===== src/pkg/emb_consts.svh =====
// Offsets, field positions and reset values of the external bus port
// Function
// - Standby drops mastership and floats bus outputs
// - Master drives 18-bit address, held between accesses
// - Master drives data only on writes; ignores otherwise
// - Keepers hold last driven data in standby
// - Attribute lines default to one-hot priority selects
// - Priority disable bit passes encoded attribute value
// - Master asserts active-low read strobe on reads
// - Master asserts active-low write strobe on writes
// - Acknowledge ignored outside own external cycles
// - Cycle ends one period after acknowledge seen
// - Wait states are max of minimum and acknowledge
// - Zero programmed wait states cannot be extended
// - Request follows external bus need or hold bit only
// - Reset deasserts request, arbiter back to slave
// - Request hold bit; standby request per hold bit
// - After grant wait busy free, then assert busy
// - Grant withdrawn releases bus after current cycle
// - Arbitration enable bit; grant and busy synchronised
// - Master may park, keeping busy asserted
// - Busy released on grant withdrawal by driving high, then floating
// - Bus clock leads core clock quarter cycle
`ifndef EMB_CONSTS_SVH
`define EMB_CONSTS_SVH

`define EMB_OFF_OMR    5'h00
`define EMB_OFF_BUSCTL 5'h04
`define EMB_OFF_ADDR   5'h08
`define EMB_OFF_WDATA  5'h0C
`define EMB_OFF_CMD    5'h10
`define EMB_OFF_CTRL   5'h14
`define EMB_OFF_STATUS 5'h18
`define EMB_OFF_RDATA  5'h1C

`define EMB_OMR_NOPRIO 14
`define EMB_OMR_ARB_EN 13
`define EMB_OMR_TRC_EN 6
`define EMB_BUS_HOLD   8
`define EMB_CMD_GO     0
`define EMB_CMD_WR     1
`define EMB_CMD_AT_LSB 4
`define EMB_CTRL_STBY  0

`define EMB_ADDR_W     18
`define EMB_DATA_W     24
`define EMB_ATTR_W     4
`define EMB_ADDR_RST   18'h00000
`define EMB_DATA_RST   24'h000000
`define EMB_WORD_ZERO  32'h00000000

`endif


===== src/pkg/emb_pkg.sv =====
// Types of the external bus port
package emb_pkg;
	typedef enum logic [1:0] {
		ARB_SLAVE,
		ARB_WAIT_BUSY,
		ARB_MASTER,
		ARB_RELEASE
	} emb_arb_t;

	typedef enum logic [1:0] {
		CYC_IDLE,
		CYC_ACCESS,
		CYC_END
	} emb_cyc_t;

	typedef struct packed {
		logic       pend;
		logic       wr;
		logic [3:0] attr;
	} emb_cmd_t;
endpackage


===== src/verilog/emb_port.sv =====
// External memory expansion port with Avalon-MM register slave
//
// The address map and the Avalon-MM register port were decided locally.
`timescale 1ns/1ns
`include "emb_consts.svh"

module emb_port #(
	parameter int WS_W = 4
) (
	// Clock and reset
	input  wire logic                   ref_clk,
	input  wire logic                   rst_n,
	// Avalon-MM slave
	input  wire logic [4:0]             avs_address,
	input  wire logic                   avs_read,
	input  wire logic                   avs_write,
	input  wire logic [31:0]            avs_writedata,
	output logic      [31:0]            avs_readdata,
	output logic                        avs_waitrequest,
	// Address bus
	output logic      [`EMB_ADDR_W-1:0] ext_addr,
	output logic                        ext_addr_oe,
	// Data bus
	input  wire logic [`EMB_DATA_W-1:0] ext_data_i,
	output logic      [`EMB_DATA_W-1:0] ext_data_o,
	output logic                        ext_data_oe,
	output logic                        data_keep,
	// Attributes and strobes
	output logic      [`EMB_ATTR_W-1:0] addr_attribute,
	output logic                        addr_attribute_oe,
	output logic                        read_n,
	output logic                        read_n_oe,
	output logic                        write_n,
	output logic                        write_n_oe,
	input  wire logic                   transfer_ack_n,
	// Arbitration
	output logic                        bus_request_n,
	input  wire logic                   bus_grant_n,
	input  wire logic                   bus_busy_n_i,
	output logic                        bus_busy_n_o,
	output logic                        bus_busy_n_oe,
	// Clocks out
	output logic                        core_clock_out,
	output logic                        bus_clock,
	output logic                        bus_clock_oe
);
	// Counter and register field both hold the wait-state value
	if (WS_W < 1 || WS_W > 8) begin : g_ws_check
		$error("WS_W must lie between 1 and 8");
	end

	// One-hot pick of the lowest set attribute line
	function automatic logic [3:0] emb_prio(input logic [3:0] a);
		logic [3:0] r;
		r = 4'h0;
		if (a[0])
			r = 4'h1;
		else if (a[1])
			r = 4'h2;
		else if (a[2])
			r = 4'h4;
		else if (a[3])
			r = 4'h8;
		return r;
	endfunction

	logic                   wait_q;
	logic [31:0]            rdata_bus_q;
	logic                   prio_dis_q, arb_en_q, trace_en_q, hold_q, stby_q;
	logic [WS_W-1:0]        ws_q;
	logic [`EMB_ADDR_W-1:0] sw_addr_q, addr_q;
	logic [`EMB_DATA_W-1:0] sw_wdata_q, dout_q, rdata_q;
	emb_pkg::emb_cmd_t      cmd_q;
	emb_pkg::emb_arb_t      arb_q;
	emb_pkg::emb_cyc_t      cyc_q;
	logic                   mst_q, busy_o_q, busy_oe_q;
	logic [WS_W-1:0]        cnt_q;
	logic [3:0]             attr_q;
	logic                   rd_n_q, wr_n_q, doe_q, last_out_q, keep_q;
	logic                   breq_n_q;
	logic [1:0]             ph_q;
	logic                   core_q, bclk_q, bclk_oe_q;
	logic                   ack_s1, ack_s2, gnt_s1, gnt_s2, busy_s1, busy_s2;
	logic [`EMB_DATA_W-1:0] d_s1, d_s2;
	logic                   take, wr_en, start;
	logic [1:0]             ph_d;

	assign take  = (avs_read | avs_write) & wait_q;
	assign wr_en = avs_write & ~wait_q;
	// Start only while granted so start and release never meet
	assign start = (cyc_q == emb_pkg::CYC_IDLE) &&
		(arb_q == emb_pkg::ARB_MASTER) && cmd_q.pend && !gnt_s2 &&
		!stby_q;
	assign ph_d  = ph_q + 2'h1;

	// Pin synchronisers; data input is read only at cycle end
	always_ff @(posedge ref_clk or negedge rst_n) begin
		if (!rst_n) begin
			ack_s1  <= 1'b1;
			ack_s2  <= 1'b1;
			gnt_s1  <= 1'b1;
			gnt_s2  <= 1'b1;
			busy_s1 <= 1'b1;
			busy_s2 <= 1'b1;
			d_s1    <= `EMB_DATA_RST;
			d_s2    <= `EMB_DATA_RST;
		end else begin
			ack_s1  <= transfer_ack_n;
			ack_s2  <= ack_s1;
			gnt_s1  <= bus_grant_n;
			gnt_s2  <= gnt_s1;
			busy_s1 <= bus_busy_n_i;
			busy_s2 <= busy_s1;
			d_s1    <= ext_data_i;
			d_s2    <= d_s1;
		end
	end

	// Answer one cycle after the request is seen, then rearm
	always_ff @(posedge ref_clk or negedge rst_n) begin
		if (!rst_n) begin
			wait_q      <= 1'b1;
			rdata_bus_q <= `EMB_WORD_ZERO;
		end else begin
			wait_q <= ~take;
			if (take && avs_read) begin
				rdata_bus_q <= `EMB_WORD_ZERO;
				case (avs_address)
				`EMB_OFF_OMR: begin
					rdata_bus_q[`EMB_OMR_NOPRIO] <= prio_dis_q;
					rdata_bus_q[`EMB_OMR_ARB_EN] <= arb_en_q;
					rdata_bus_q[`EMB_OMR_TRC_EN] <= trace_en_q;
				end
				`EMB_OFF_BUSCTL: begin
					rdata_bus_q[WS_W-1:0]      <= ws_q;
					rdata_bus_q[`EMB_BUS_HOLD] <= hold_q;
				end
				`EMB_OFF_ADDR:
					rdata_bus_q[`EMB_ADDR_W-1:0] <= sw_addr_q;
				`EMB_OFF_WDATA:
					rdata_bus_q[`EMB_DATA_W-1:0] <= sw_wdata_q;
				`EMB_OFF_CMD: begin
					rdata_bus_q[`EMB_CMD_GO] <= cmd_q.pend;
					rdata_bus_q[`EMB_CMD_WR] <= cmd_q.wr;
					rdata_bus_q[`EMB_CMD_AT_LSB+:4] <= cmd_q.attr;
				end
				`EMB_OFF_CTRL:
					rdata_bus_q[`EMB_CTRL_STBY] <= stby_q;
				`EMB_OFF_STATUS: begin
					rdata_bus_q[0] <= mst_q;
					rdata_bus_q[1] <= (cyc_q != emb_pkg::CYC_IDLE);
					rdata_bus_q[2] <= cmd_q.pend;
					rdata_bus_q[3] <= ~breq_n_q;
					rdata_bus_q[4] <= busy_oe_q;
				end
				`EMB_OFF_RDATA:
					rdata_bus_q[`EMB_DATA_W-1:0] <= rdata_q;
				default:
					rdata_bus_q <= `EMB_WORD_ZERO;
				endcase
			end
		end
	end

	// Configuration registers
	always_ff @(posedge ref_clk or negedge rst_n) begin
		if (!rst_n) begin
			prio_dis_q <= 1'b0;
			arb_en_q   <= 1'b0;
			trace_en_q <= 1'b0;
			hold_q     <= 1'b0;
			stby_q     <= 1'b0;
			ws_q       <= '0;
			sw_addr_q  <= `EMB_ADDR_RST;
			sw_wdata_q <= `EMB_DATA_RST;
		end else if (wr_en) begin
			case (avs_address)
			`EMB_OFF_OMR: begin
				prio_dis_q <= avs_writedata[`EMB_OMR_NOPRIO];
				arb_en_q   <= avs_writedata[`EMB_OMR_ARB_EN];
				trace_en_q <= avs_writedata[`EMB_OMR_TRC_EN];
			end
			`EMB_OFF_BUSCTL: begin
				ws_q   <= avs_writedata[WS_W-1:0];
				hold_q <= avs_writedata[`EMB_BUS_HOLD];
			end
			`EMB_OFF_ADDR:
				sw_addr_q <= avs_writedata[`EMB_ADDR_W-1:0];
			`EMB_OFF_WDATA:
				sw_wdata_q <= avs_writedata[`EMB_DATA_W-1:0];
			`EMB_OFF_CTRL:
				stby_q <= avs_writedata[`EMB_CTRL_STBY];
			default: begin
			end
			endcase
		end
	end

	// Pending access; a new command is refused while one is pending
	always_ff @(posedge ref_clk or negedge rst_n) begin
		if (!rst_n) begin
			cmd_q <= '0;
		end else if (start) begin
			cmd_q.pend <= 1'b0;
		end else if (wr_en && avs_address == `EMB_OFF_CMD &&
				avs_writedata[`EMB_CMD_GO] && !cmd_q.pend) begin
			cmd_q.pend <= 1'b1;
			cmd_q.wr   <= avs_writedata[`EMB_CMD_WR];
			cmd_q.attr <= avs_writedata[`EMB_CMD_AT_LSB+:4];
		end
	end

	// Arbitration
	always_ff @(posedge ref_clk or negedge rst_n) begin
		if (!rst_n) begin
			arb_q     <= emb_pkg::ARB_SLAVE;
			mst_q     <= 1'b0;
			busy_o_q  <= 1'b1;
			busy_oe_q <= 1'b0;
		end else if (stby_q) begin
			arb_q     <= emb_pkg::ARB_SLAVE;
			mst_q     <= 1'b0;
			busy_o_q  <= 1'b1;
			busy_oe_q <= 1'b0;
		end else begin
			case (arb_q)
			emb_pkg::ARB_SLAVE:
				if (arb_en_q && !gnt_s2)
					arb_q <= emb_pkg::ARB_WAIT_BUSY;
			emb_pkg::ARB_WAIT_BUSY:
				if (gnt_s2) begin
					arb_q <= emb_pkg::ARB_SLAVE;
				end else if (busy_s2) begin
					arb_q     <= emb_pkg::ARB_MASTER;
					mst_q     <= 1'b1;
					busy_o_q  <= 1'b0;
					busy_oe_q <= 1'b1;
				end
			// Stays master while granted, even with nothing to do
			emb_pkg::ARB_MASTER:
				if (gnt_s2 && cyc_q == emb_pkg::CYC_IDLE) begin
					arb_q    <= emb_pkg::ARB_RELEASE;
					mst_q    <= 1'b0;
					busy_o_q <= 1'b1;
				end
			emb_pkg::ARB_RELEASE: begin
				arb_q     <= emb_pkg::ARB_SLAVE;
				busy_oe_q <= 1'b0;
			end
			default:
				arb_q <= emb_pkg::ARB_SLAVE;
			endcase
		end
	end

	// External cycle
	always_ff @(posedge ref_clk or negedge rst_n) begin
		if (!rst_n) begin
			cyc_q  <= emb_pkg::CYC_IDLE;
			cnt_q  <= '0;
			addr_q <= `EMB_ADDR_RST;
			attr_q <= 4'h0;
			dout_q <= `EMB_DATA_RST;
			rd_n_q <= 1'b1;
			wr_n_q <= 1'b1;
			doe_q  <= 1'b0;
		end else if (stby_q) begin
			cyc_q  <= emb_pkg::CYC_IDLE;
			rd_n_q <= 1'b1;
			wr_n_q <= 1'b1;
			doe_q  <= 1'b0;
		end else begin
			case (cyc_q)
			emb_pkg::CYC_IDLE:
				if (start) begin
					cyc_q  <= emb_pkg::CYC_ACCESS;
					cnt_q  <= '0;
					addr_q <= sw_addr_q;
					attr_q <= prio_dis_q ? cmd_q.attr :
						emb_prio(cmd_q.attr);
					rd_n_q <= cmd_q.wr;
					wr_n_q <= ~cmd_q.wr;
					doe_q  <= cmd_q.wr;
					if (cmd_q.wr)
						dout_q <= sw_wdata_q;
				end
			// Acknowledge only counts inside an own cycle
			emb_pkg::CYC_ACCESS: begin
				if (cnt_q != {WS_W{1'b1}})
					cnt_q <= cnt_q + 1'b1;
				if (cnt_q >= ws_q &&
					(ws_q == '0 || !ack_s2)) begin
					cyc_q  <= emb_pkg::CYC_END;
				end
			end
			emb_pkg::CYC_END: begin
				cyc_q  <= emb_pkg::CYC_IDLE;
				rd_n_q <= 1'b1;
				wr_n_q <= 1'b1;
				doe_q  <= 1'b0;
			end
			default:
				cyc_q <= emb_pkg::CYC_IDLE;
			endcase
		end
	end

	// Read capture and keeper state
	always_ff @(posedge ref_clk or negedge rst_n) begin
		if (!rst_n) begin
			rdata_q    <= `EMB_DATA_RST;
			last_out_q <= 1'b0;
			keep_q     <= 1'b0;
		end else begin
			if (cyc_q == emb_pkg::CYC_END && !rd_n_q && !stby_q)
				rdata_q <= d_s2;
			if (doe_q)
				last_out_q <= 1'b1;
			else if (start && !cmd_q.wr)
				last_out_q <= 1'b0;
			keep_q <= stby_q & last_out_q;
		end
	end

	// Request tracks pending work or the hold bit, never mastership
	always_ff @(posedge ref_clk or negedge rst_n) begin
		if (!rst_n)
			breq_n_q <= 1'b1;
		else if (stby_q) begin
			if (!hold_q)
				breq_n_q <= 1'b1;
		end else
			breq_n_q <= ~(cmd_q.pend | hold_q |
				(cyc_q != emb_pkg::CYC_IDLE));
	end

	// Clock outputs at a quarter of ref_clk
	always_ff @(posedge ref_clk or negedge rst_n) begin
		if (!rst_n) begin
			ph_q      <= 2'h0;
			core_q    <= 1'b0;
			bclk_q    <= 1'b0;
			bclk_oe_q <= 1'b0;
		end else begin
			ph_q      <= ph_d;
			core_q    <= ph_d[1];
			bclk_q    <= ph_d[1] ^ ph_d[0];
			// Falls with mastership at the release edge, not a cycle late
			bclk_oe_q <= mst_q & trace_en_q & ~stby_q &
				~(arb_q == emb_pkg::ARB_MASTER && gnt_s2 &&
				cyc_q == emb_pkg::CYC_IDLE);
		end
	end

	assign avs_readdata      = rdata_bus_q;
	assign avs_waitrequest   = wait_q;
	assign ext_addr          = addr_q;
	assign ext_addr_oe       = mst_q;
	assign ext_data_o        = dout_q;
	assign ext_data_oe       = doe_q;
	assign data_keep         = keep_q;
	assign addr_attribute    = attr_q;
	assign addr_attribute_oe = mst_q;
	assign read_n            = rd_n_q;
	assign read_n_oe         = mst_q;
	assign write_n           = wr_n_q;
	assign write_n_oe        = mst_q;
	assign bus_request_n     = breq_n_q;
	assign bus_busy_n_o      = busy_o_q;
	assign bus_busy_n_oe     = busy_oe_q;
	assign core_clock_out    = core_q;
	assign bus_clock         = bclk_q;
	assign bus_clock_oe      = bclk_oe_q;
endmodule


===== config.mk =====
export PLATFORM = sky130hd
export DESIGN_NAME = emb_port
export DESIGN_NICKNAME = d
export VERILOG_FILES = /design/src/pkg/emb_pkg.sv /design/src/verilog/emb_port.sv
export VERILOG_INCLUDE_DIRS = /design/src /design/src/pkg
export SDC_FILE = /design/constraint.sdc
export NUM_CORES = 1
export LEC_CHECK = 0
export ABC_CLOCK_PERIOD_IN_PS = 4800
export BUFFER_PORTS_ARGS = -buffer_cell sky130_fd_sc_hd__buf_2
export CORE_MARGIN = 2
export CORE_UTILIZATION = 60
export CTS_BUF_LIST = sky130_fd_sc_hd__clkbuf_8 sky130_fd_sc_hd__clkbuf_16
export DETAILED_ROUTE_END_ITERATION = 7
export PLACE_DENSITY = 0.95
export SYNTH_ARGS = -nofsm -noshare
export SYNTH_HDL_FRONTEND = slang
export SYNTH_SLANG_ARGS = --single-unit

===== constraint.sdc =====
create_clock -name ref_clk -period 4.8 [get_ports ref_clk]
set_clock_uncertainty 0.05 [all_clocks]
set_input_delay 0.72 -clock ref_clk [delete_from_list [all_inputs] [get_ports ref_clk]]
set_output_delay 0.72 -clock ref_clk [all_outputs]
set_load 0.01 [all_outputs]

After elaboration in Yosys (flattened, before gate mapping)
Cells that the tools add are included.
- input bits: 68
- flip-flop bits (word level): 228
- output and inout port bits: 93
- reductions and logical operators: 48
- $lt $le $gt $ge: 1
- muxes and demuxes: 56
- eq/ne operators: 23
- add/sub/neg operators: 2
- bitwise logic cells: 18
- operators by type and width (operator ; number):
    $mux W4 ; 7
    $eq A5 B5 Y1 const B ; 4
    $mux W1 ; 19
    $ne A3 B3 Y1 const B ; 6
    $logic_and A1 B1 Y1 ; 16
    $mux W2 ; 8
    $pmux W2 S4 ; 2
    $reduce_and A2 Y1 ; 8
    $pmux W1 S2 ; 6
    $pmux W1 S4 ; 3
    $pmux W4 S3 ; 1
    $pmux W6 S2 ; 1
    $reduce_and A4 Y1 ; 3
    $eq A5 B4 Y1 const B ; 2
    $pmux W1 S5 ; 2
    $pmux W2 S5 ; 1
    $pmux W3 S3 ; 1
    $reduce_and A3 Y1 ; 3
    $reduce_bool A3 Y1 ; 3
    $ne A4 B4 Y1 const B ; 2
    $not A1 Y1 ; 8
    $pmux W4 S2 ; 1
    $reduce_bool A2 Y1 ; 4
    $pmux W1 S7 ; 1
    18 further kinds ; 36

Logic depth before layout (Yosys ltp)
Gate-level depths: netlist of the first run.
- depth after elaboration: 8
- mapped depth: 7

Worst setup path after synthesis of the first run
No wires, ideal clock.
- path kind: input to register
- start point: in avs_address[3]
- end point: reg cmd_q[0] (netlist bit)
- setup slack: 2727 ps
- path buffers: 1
- library setup time: 125 ps
- data required time: 4625 ps
- cell stages on the path: 5
- data arrival time: 1898 ps
- path through: buf_2 > nor2_1 > nand4_1 > nor2_4 > mux2_2
- word-level cells in the longest chain between the ends: 5
- ends and longest elaborated chain (element ; RTL line ; source):
    start, declared ; emb_port.sv:14 ; input wire logic [4:0] avs_address,
    $eq A5 B5 Y1 ; -- ;
    $logic_and A1 B1 Y1 (no source line) ; -- ;
    $logic_and A1 B1 Y1 (2 in series) ; emb_port.sv:205 ; end else if (wr_en && avs_address == `EMB_OFF_CMD &&
    $reduce_and A2 Y1 (no source line) ; -- ;
    end, declared ; emb_port.sv:73 ; emb_pkg::emb_cmd_t cmd_q;
Every way passes these cells.
A chain may end at the register's enable or synchronous reset.

Worst setup path after layout of the first run
- start point: in avs_address[2]
- end point: reg sw_wdata_q[19]
- word-level cells in the longest chain between the ends: 2
- ends and longest elaborated chain (element ; RTL line ; source):
    $eq A5 B4 Y1 ; emb_port.sv:177 ; case (avs_address)
    $reduce_and A2 Y1 (no source line) ; -- ;
    end signal, assigned ; emb_port.sv:175 ; sw_wdata_q <= `EMB_DATA_RST;
    end signal, assigned ; emb_port.sv:190 ; sw_wdata_q <= avs_writedata[`EMB_DATA_W-1:0];
    end, declared ; emb_port.sv:72 ; logic [`EMB_DATA_W-1:0] sw_wdata_q, dout_q, rdata_q;
Every way passes these cells.

==> summary.txt, run 1 <==
Run status
  • Status: finished clean

Routing
  • Remaining antenna violation count: 0
  • Routed vias/inst: 5.92
  • DR pass1 iterations: 5
  • Total wire length: 19700 um
  • DRT iter0 DRCs: 539
  • Vias post-DR: around 5700
  • Remaining DRCs: 0
  • Wire length per cell: 20.4 um

Cells and area
  • Post-Layout Cell Count: slightly below 1000
  • Share of cells above drive strength 1: roughly 43%
  • Area grow syn2layout: 17.5%
  • Antenna cells: 0
  • Finished Cell Area: 10400 um^2
  • # nets final: 839
  • FILL cells: about 930

Setup path
  • Crit start category: input port
  • Crit-path max FO: 28
  • Worst EP required: a little over 5 ns
  • Reg2reg start: cyc_q[0]
  • Arrival time worst endpoint: 3.02 ns
  • Crit end category: register
  • Critical Path Start: avs_address[2]
  • Crit path kind: input port to register
  • R2R Setup Slk: between 2 and 2.5 ns

Synthesis
  • Avg Cell Area, Syn: 14.2 um^2
  • Cells after Synth: slightly above 600
  • Async set or reset register ratio after synthesis: 100%
  • Synthesized area: 8880 um^2
  • EDFF count, synth: 0
  • Warnings from Yosys: 0
  • Synthesis-stage register bit count: between 200 and 250
  • Leading post-synthesis cells by cell area: dfrtp_1 61%, mux2_2 13%, mux2_4 3.4%
  • Area share of the largest cell type after synthesis: 60.9%
  • Cell with the most instances after synthesis: dfrtp_1
  • Most frequent cells after synthesis: 216 x dfrtp_1, 106 x mux2_2, 31 x nor2_1
  • Top_reg_cell synth: dfrtp_1
  • Synth cell types: between 50 and 60
  • Top cell type by total area after synthesis: dfrtp_1
  • Post-synthesis sequential area ratio: 64.1%

STA
  • Hold Slack: 0.265 ns
  • Tightest Pin Transition: 1.08 ns
  • Slew margin rel.: roughly 28%
  • Tmin final: between 2 and 3 ns
  • Setup TNS: 0 ns
  • Unrepaired setup endpoints after global routing: no
  • Fin. max-slew vios: 0
  • Number of hold violations in the final report: 0
  • Tcrit/Tclk final: 56.2%
  • Max Fclk: roughly 0.37 GHz
  • Endpoints failing setup: 0

CTS
  • CTS root buffer: clkbuf_16
  • Clock latency on the worst-skew pair: 0.50 ns
  • Post_cts resized: 0
  • Setup Fix Bufs, Post-CTS: 0
  • H-tree depth: 1
  • Total CTS buffers: 23
  • CTS tree: yes
  • Post-CTS Hold Fix Bufs: 0
  • Clock transition at path regs: about 0.06 ns
  • CTS sink cnt: 227
  • Clk buf depth: 3

Pwr
  • Final Total Pwr: 4.47 mW
  • Pwr/cell area: 429 nW/um^2
  • Leak: 5.35 nW
  • Peak supply drop: 0.000346 V

Place
  • Final Wtd Congestion: 0.861
  • IO Port Bufs: 144
  • Placed Cells: 925
  • Placed Area: 9670 um^2
  • Post-DP HPWL: roughly 13000 um

Floorplanning
  • Core Region: roughly 14000 um^2
  • Initial Util: between 60% and 70%
  • I/O Pins: 161
  • Row cnt: 44
  • Die Footprint: 15800 um^2
  • Overall die height: 126 um
  • Die X-Extent: 126 um

Global routing
  • Pin count of the biggest net entering global routing: around 150
  • First-pass GRT wire length: 31700 um
  • Initial antenna violation count: 0
  • All-Layer GR Usage: 25.4%
  • Overflow after GRT: 0
  • Vias in the first global route: ~5900

Min path
  • Critical hold path startpoint: transfer_ack_n
  • Hold Crit Class: input port to register

Job
  • Max_cap viols: 0
## worst max-delay path, cell delays in order
cell and delay (ns):
buf_2 0.44, and3_1 0.90, nand2_4 0.52, mux2_4 0.43
## sequential cells by signal, summed over array words and instances, names as in the netlist, 18 cells and up
register	flops
ext_data_o	24
sw_addr_q	18
avs_readdata	24
ext_addr	18
sw_wdata_q	24
rdata_q	24
d_s1	24
d_s2	24
## metrics by stage
stage	worst slack, ns	utilization, %
final	2.10	72.0
after detailed placement	1.71	66.8
after global routing	2.06	72.0
after CTS	2.20	72.0
after floorplan	2.73	-
after global placement	1.75	66.8
## report_power, final
group          internal, mW  switching, mW  leakage, nW
logic                 0.220          0.241         2.00
registers              2.09          0.146         2.96
clock network          1.06          0.711        0.398
total                  3.37           1.10         5.35
## placed cells by master, fill, tap and decap left out, types with 6 or more instances in the layout
master / instances
inv_1: 18
mux2i_1: 6
conb_1: 8
dfstp_2: 11
mux2_2: 106
mux2_4: 20
nor2_1: 31
a222oi_1: 7
nand3_1: 15
dfrtp_1: 216
nand2_1: 28
o21ai_0: 25
buf_2: 143
clkbuf_16: 23
a21oi_1: 15
a221oi_1: 11
## final cells by class
cell class                      count  area (um^2)  area share [%]
Timing Repair Buffer              149          781            7.48
Clock buffer                       28          644            6.18
Tap cell                          184          230            2.21
Sequential cell                   227         5690            54.6
Clock inverter                     13          118            1.13
Multi-Input combinational cell    351         2910            27.9
Inverter                           14         52.6           0.504
## layer usage
metal | GRT usage [%] | share of wire (%)
met1 | 34.6 | 41
met2 | 42.4 | 49
met3 | 5.73 | 7.7
met4 | 6.01 | 2.1
met5 | 0 | 0
## final timing paths
path | endpoint | cells past startpoint
worst max-delay path | sw_wdata_q[19] | 4
worst max register to register | ext_data_o[21] | 3
worst min register to register | d_s2[6] | 0
worst min-delay path | ack_s1 | 1
min in group asynchronous | sw_wdata_q[10] | 1
max in group asynchronous | busy_s1 | 2
## logic make-up (layout without fill, tap and decap cells)
group	Yosys count	count (layout)	share of synthesized area, %
other cells	1	8	0.0422
fa+ha+maj	5	5	0.705
simple gates	116	116	6.98
compound gates	87	87	6.82
flops	227	227	64.1
buf+inv	52	204	3.35
xor+xnor	2	2	0.197
mux	133	133	17.8
Note: power is estimated with default switching activity, not from simulation.
==> run 2, diff against run 1 <==
- ABC_AREA: default -> 1
- ABC_CLOCK_PERIOD_IN_PS: 4800 -> 2350
- CORE_UTILIZATION: 60 -> 50
- PLACE_DENSITY: 0.95 -> 0.88
- clock period: 4.8 -> 2.35 ns (I/O delays scaled with it)
==> run 2 against run 1 <==
- utilization shrank 8.4 points
- flip-flop and latch count is the same
- clock power grew 130%
- setup slack lost 1.7 ns
- combinational power grew to 3.0 times the previous value
- final cell count grew 38%
- first-iteration DRC count shrank 10%
- die area grew 20%
- register-to-register slack lost 1.9 ns
- synthesized area grew 0.90%
- highest routed layer unchanged
==> summary.txt, run 2 <==
Cells and area
  • Area grow syn2layout: 23.7%
  • Most frequent cells in the layout: 302 x nand2_1, 216 x dfrtp_1, 143 x buf_2
  • # nets final: 1157
  • FILL cells: 1402
  • Commonest non-fill, non-tap cell in the layout: nand2_1
  • Share of cells above drive strength 1: between 20% and 30%
  • Utilization after layout: 63.6%

Routing
  • Remaining antenna violation count: 0
  • Wire length per cell: ~16 um
  • DRT iter0 DRCs: 485
  • Total wire length: 21400 um
  • DR pass1 iterations: 5
  • Vias post-DR: 6920
  • Routed vias/inst: about 5.2
  • Remaining DRCs: 0

STA
  • Tightest Pin Transition: just under 0.6 ns
  • Endpoints failing setup: 0
  • Tcrit/Tclk final: 84.2%
  • Number of hold violations in the final report: 0
  • Tmin final: 1.98 ns
  • Setup TNS: 0 ns
  • Fin. max-slew vios: 0
  • Slew margin rel.: 61.4%
  • Max Fclk: 0.505 GHz
  • Unrepaired setup endpoints after global routing: no

Pwr
  • Peak supply drop: roughly 0.00062 V
  • Pwr/cell area: between 900 and 1000 nW/um^2
  • Leak: 5.91 nW

Global routing
  • Pin count of the biggest net entering global routing: 77
  • Vias in the first global route: 6931
  • First-pass GRT wire length: about 34000 um
  • Initial antenna violation count: 1
  • All-Layer GR Usage: a little under a quarter
  • Overflow after GRT: 0

CTS
  • Clock latency on the worst-skew pair: ~0.5 ns
  • Clk buf depth: 3
  • Clock transition at path regs: 0.06 ns
  • H-tree depth: 1
  • Total CTS buffers: 24
  • CTS root buffer: clkbuf_16
  • CTS tree: yes
  • CTS sink cnt: 227

Synthesis
  • Synthesized area: 8960 um^2
  • Leading post-synthesis cells by cell area: dfrtp_1 60%, nand2_1 13%, dfstp_2 3.2%
  • Top_reg_cell synth: dfrtp_1
  • Synth cell types: 34
  • Cells after Synth: 902
  • Top cell type by total area after synthesis: dfrtp_1
  • Cell with the most instances after synthesis: nand2_1
  • Post-synthesis sequential area ratio: 63.6%
  • Synthesis-stage register bit count: 227
  • Area share of the largest cell type after synthesis: 60.3%
  • Async set or reset register ratio after synthesis: 100%
  • EDFF count, synth: 0
  • Warnings from Yosys: 0
  • Avg Cell Area, Syn: slightly below 10 um^2
  • Most frequent cells after synthesis: 302 x nand2_1, 216 x dfrtp_1, 56 x inv_1

Run status
  • Status: finished clean

Setup path
  • R2R depth: 7
  • Crit start category: register
  • CP bufs+invs: 2
  • Crit path kind: register to register
  • Reg2reg start: gnt_s2
  • CP max stage delay: ~0.55 ns
  • R2R Setup Slk: 0.37 ns
  • Worst EP required: between 2 and 3 ns
  • Slowest stage cell, crit path: dfstp_2
  • Worst R2R End: ext_data_o[2]
  • Crit end category: register
  • Critical Path Start: gnt_s2
  • Arrival time worst endpoint: 2.33 ns
  • Critical path cell sequence: inv_1 > nand3_2 > nor2_4 > nand2_2 > clkinv_2 > nand2_1 > nand2_1
  • CP top delay family: simple AND/OR/NAND/NOR gates
  • Most numerous cell on the critical path: nand2_1
  • Crit-path max FO: 20

Place
  • Final Wtd Congestion: 0.872
  • IO Port Bufs: 144
  • Post-DP HPWL: about 15000 um

Floorplanning
  • I/O Pins: 161
  • Initial Util: 51.4%
  • Die X-Extent: between 100 and 150 um
  • Die Footprint: roughly 19000 um^2
  • Core Region: 17400 um^2
  • Overall die height: 138 um
  • Row cnt: between 40 and 50

Min path
  • Hold Path Stages: 3
  • Hold Crit Class: input port to register
  • Hold path endpoint: sw_addr_q[11]
  • Critical hold path startpoint: avs_writedata[11]

Job
  • Max_cap viols: 0
==> run 2: layout make-up <==
type | instances | area, um^2 | area share (%)
flip-flops and latches | 227 | 5690 | 51.4
well taps | 225 | 282 | 2.54
inverters | 64 | 241 | 2.18
clock buffers | 24 | 601 | 5.42
repair buffers | 195 | 1240 | 11.2
multi-input cells | 572 | 2760 | 24.9
diodes | 3 | 7.51 | 0.0677
clock inverters | 20 | 259 | 2.34
==> run 2: worst max path at each step <==
stage	slack, ns	to	cells after the start
final	0.37	ext_data_o[2]	7
after global routing	0.25	ext_data_o[4]	9
after CTS	0.38	ext_data_o[4]	9
after detailed placement	0.39	ext_data_o[4]	7
after global placement	0.45	ext_data_o[12]	7
after floorplan	0.87	avs_readdata[0]	6
==> run 2: metrics by stage <==
| stage | hold slack, ns | power (mW) | cells | instance area, um^2 | setup WS (ns) |
|---|---|---|---|---|---|
| floorplan | 0.00691 | 5.51 | 909 | 8980 | 0.866 |
| global placement | 0.282 | 6.07 | 1253 | 9920 | 0.448 |
| detailed placement | 0.285 | 6.15 | 1253 | 9920 | 0.394 |
| CTS | 0.0256 | 10.2 | 1327 | 11100 | 0.380 |
| global route | 0.0414 | 10.6 | 1328 | 11100 | 0.248 |
| finish | 0.0396 | 10.2 | 1330 | 11100 | 0.371 |
==> run 2: cells by family (layout without fill, tap and decap cells) <==
logic type / after synthesis / count (layout) / synth area share [%]
xor+xnor: 2 / 2 / 0.196
simple gates: 427 / 427 / 20.4
mux: 24 / 24 / 3.02
buf+inv: 110 / 303 / 5.89
flops: 227 / 227 / 63.6
other cells: 1 / 11 / 0.0419
compound gates: 106 / 106 / 6.19
fa+ha+maj: 5 / 5 / 0.698
==> run 2: power breakdown <==
part | switching (mW) | internal (mW)
combinational | 0.853 | 0.549
clock | 1.57 | 2.44
sequential | 0.352 | 4.39
total | 2.78 | 7.39
==> run 2: metal layers <==
layer	routed length [um]	GRT usage (%)	vias up
met4	773	9.75	0
met3	1750	4.93	59
met5	0	0	-
met2	10100	36.3	285
met1	8800	31.5	3315
li1	-	-	3261
==> run 2: repair_timing <==
item                                   CTS  global route
endpoints found under the hold margin  100             0
setup endpoints to repair                0             0
setup buffers                            0             0
hold buffers                            30             0
resized for setup                        0             0
==> run 2: worst min-delay path: stages <==
cell     delay [ns]
buf_2          0.09
inv_1          0.05
o21ai_1        0.06
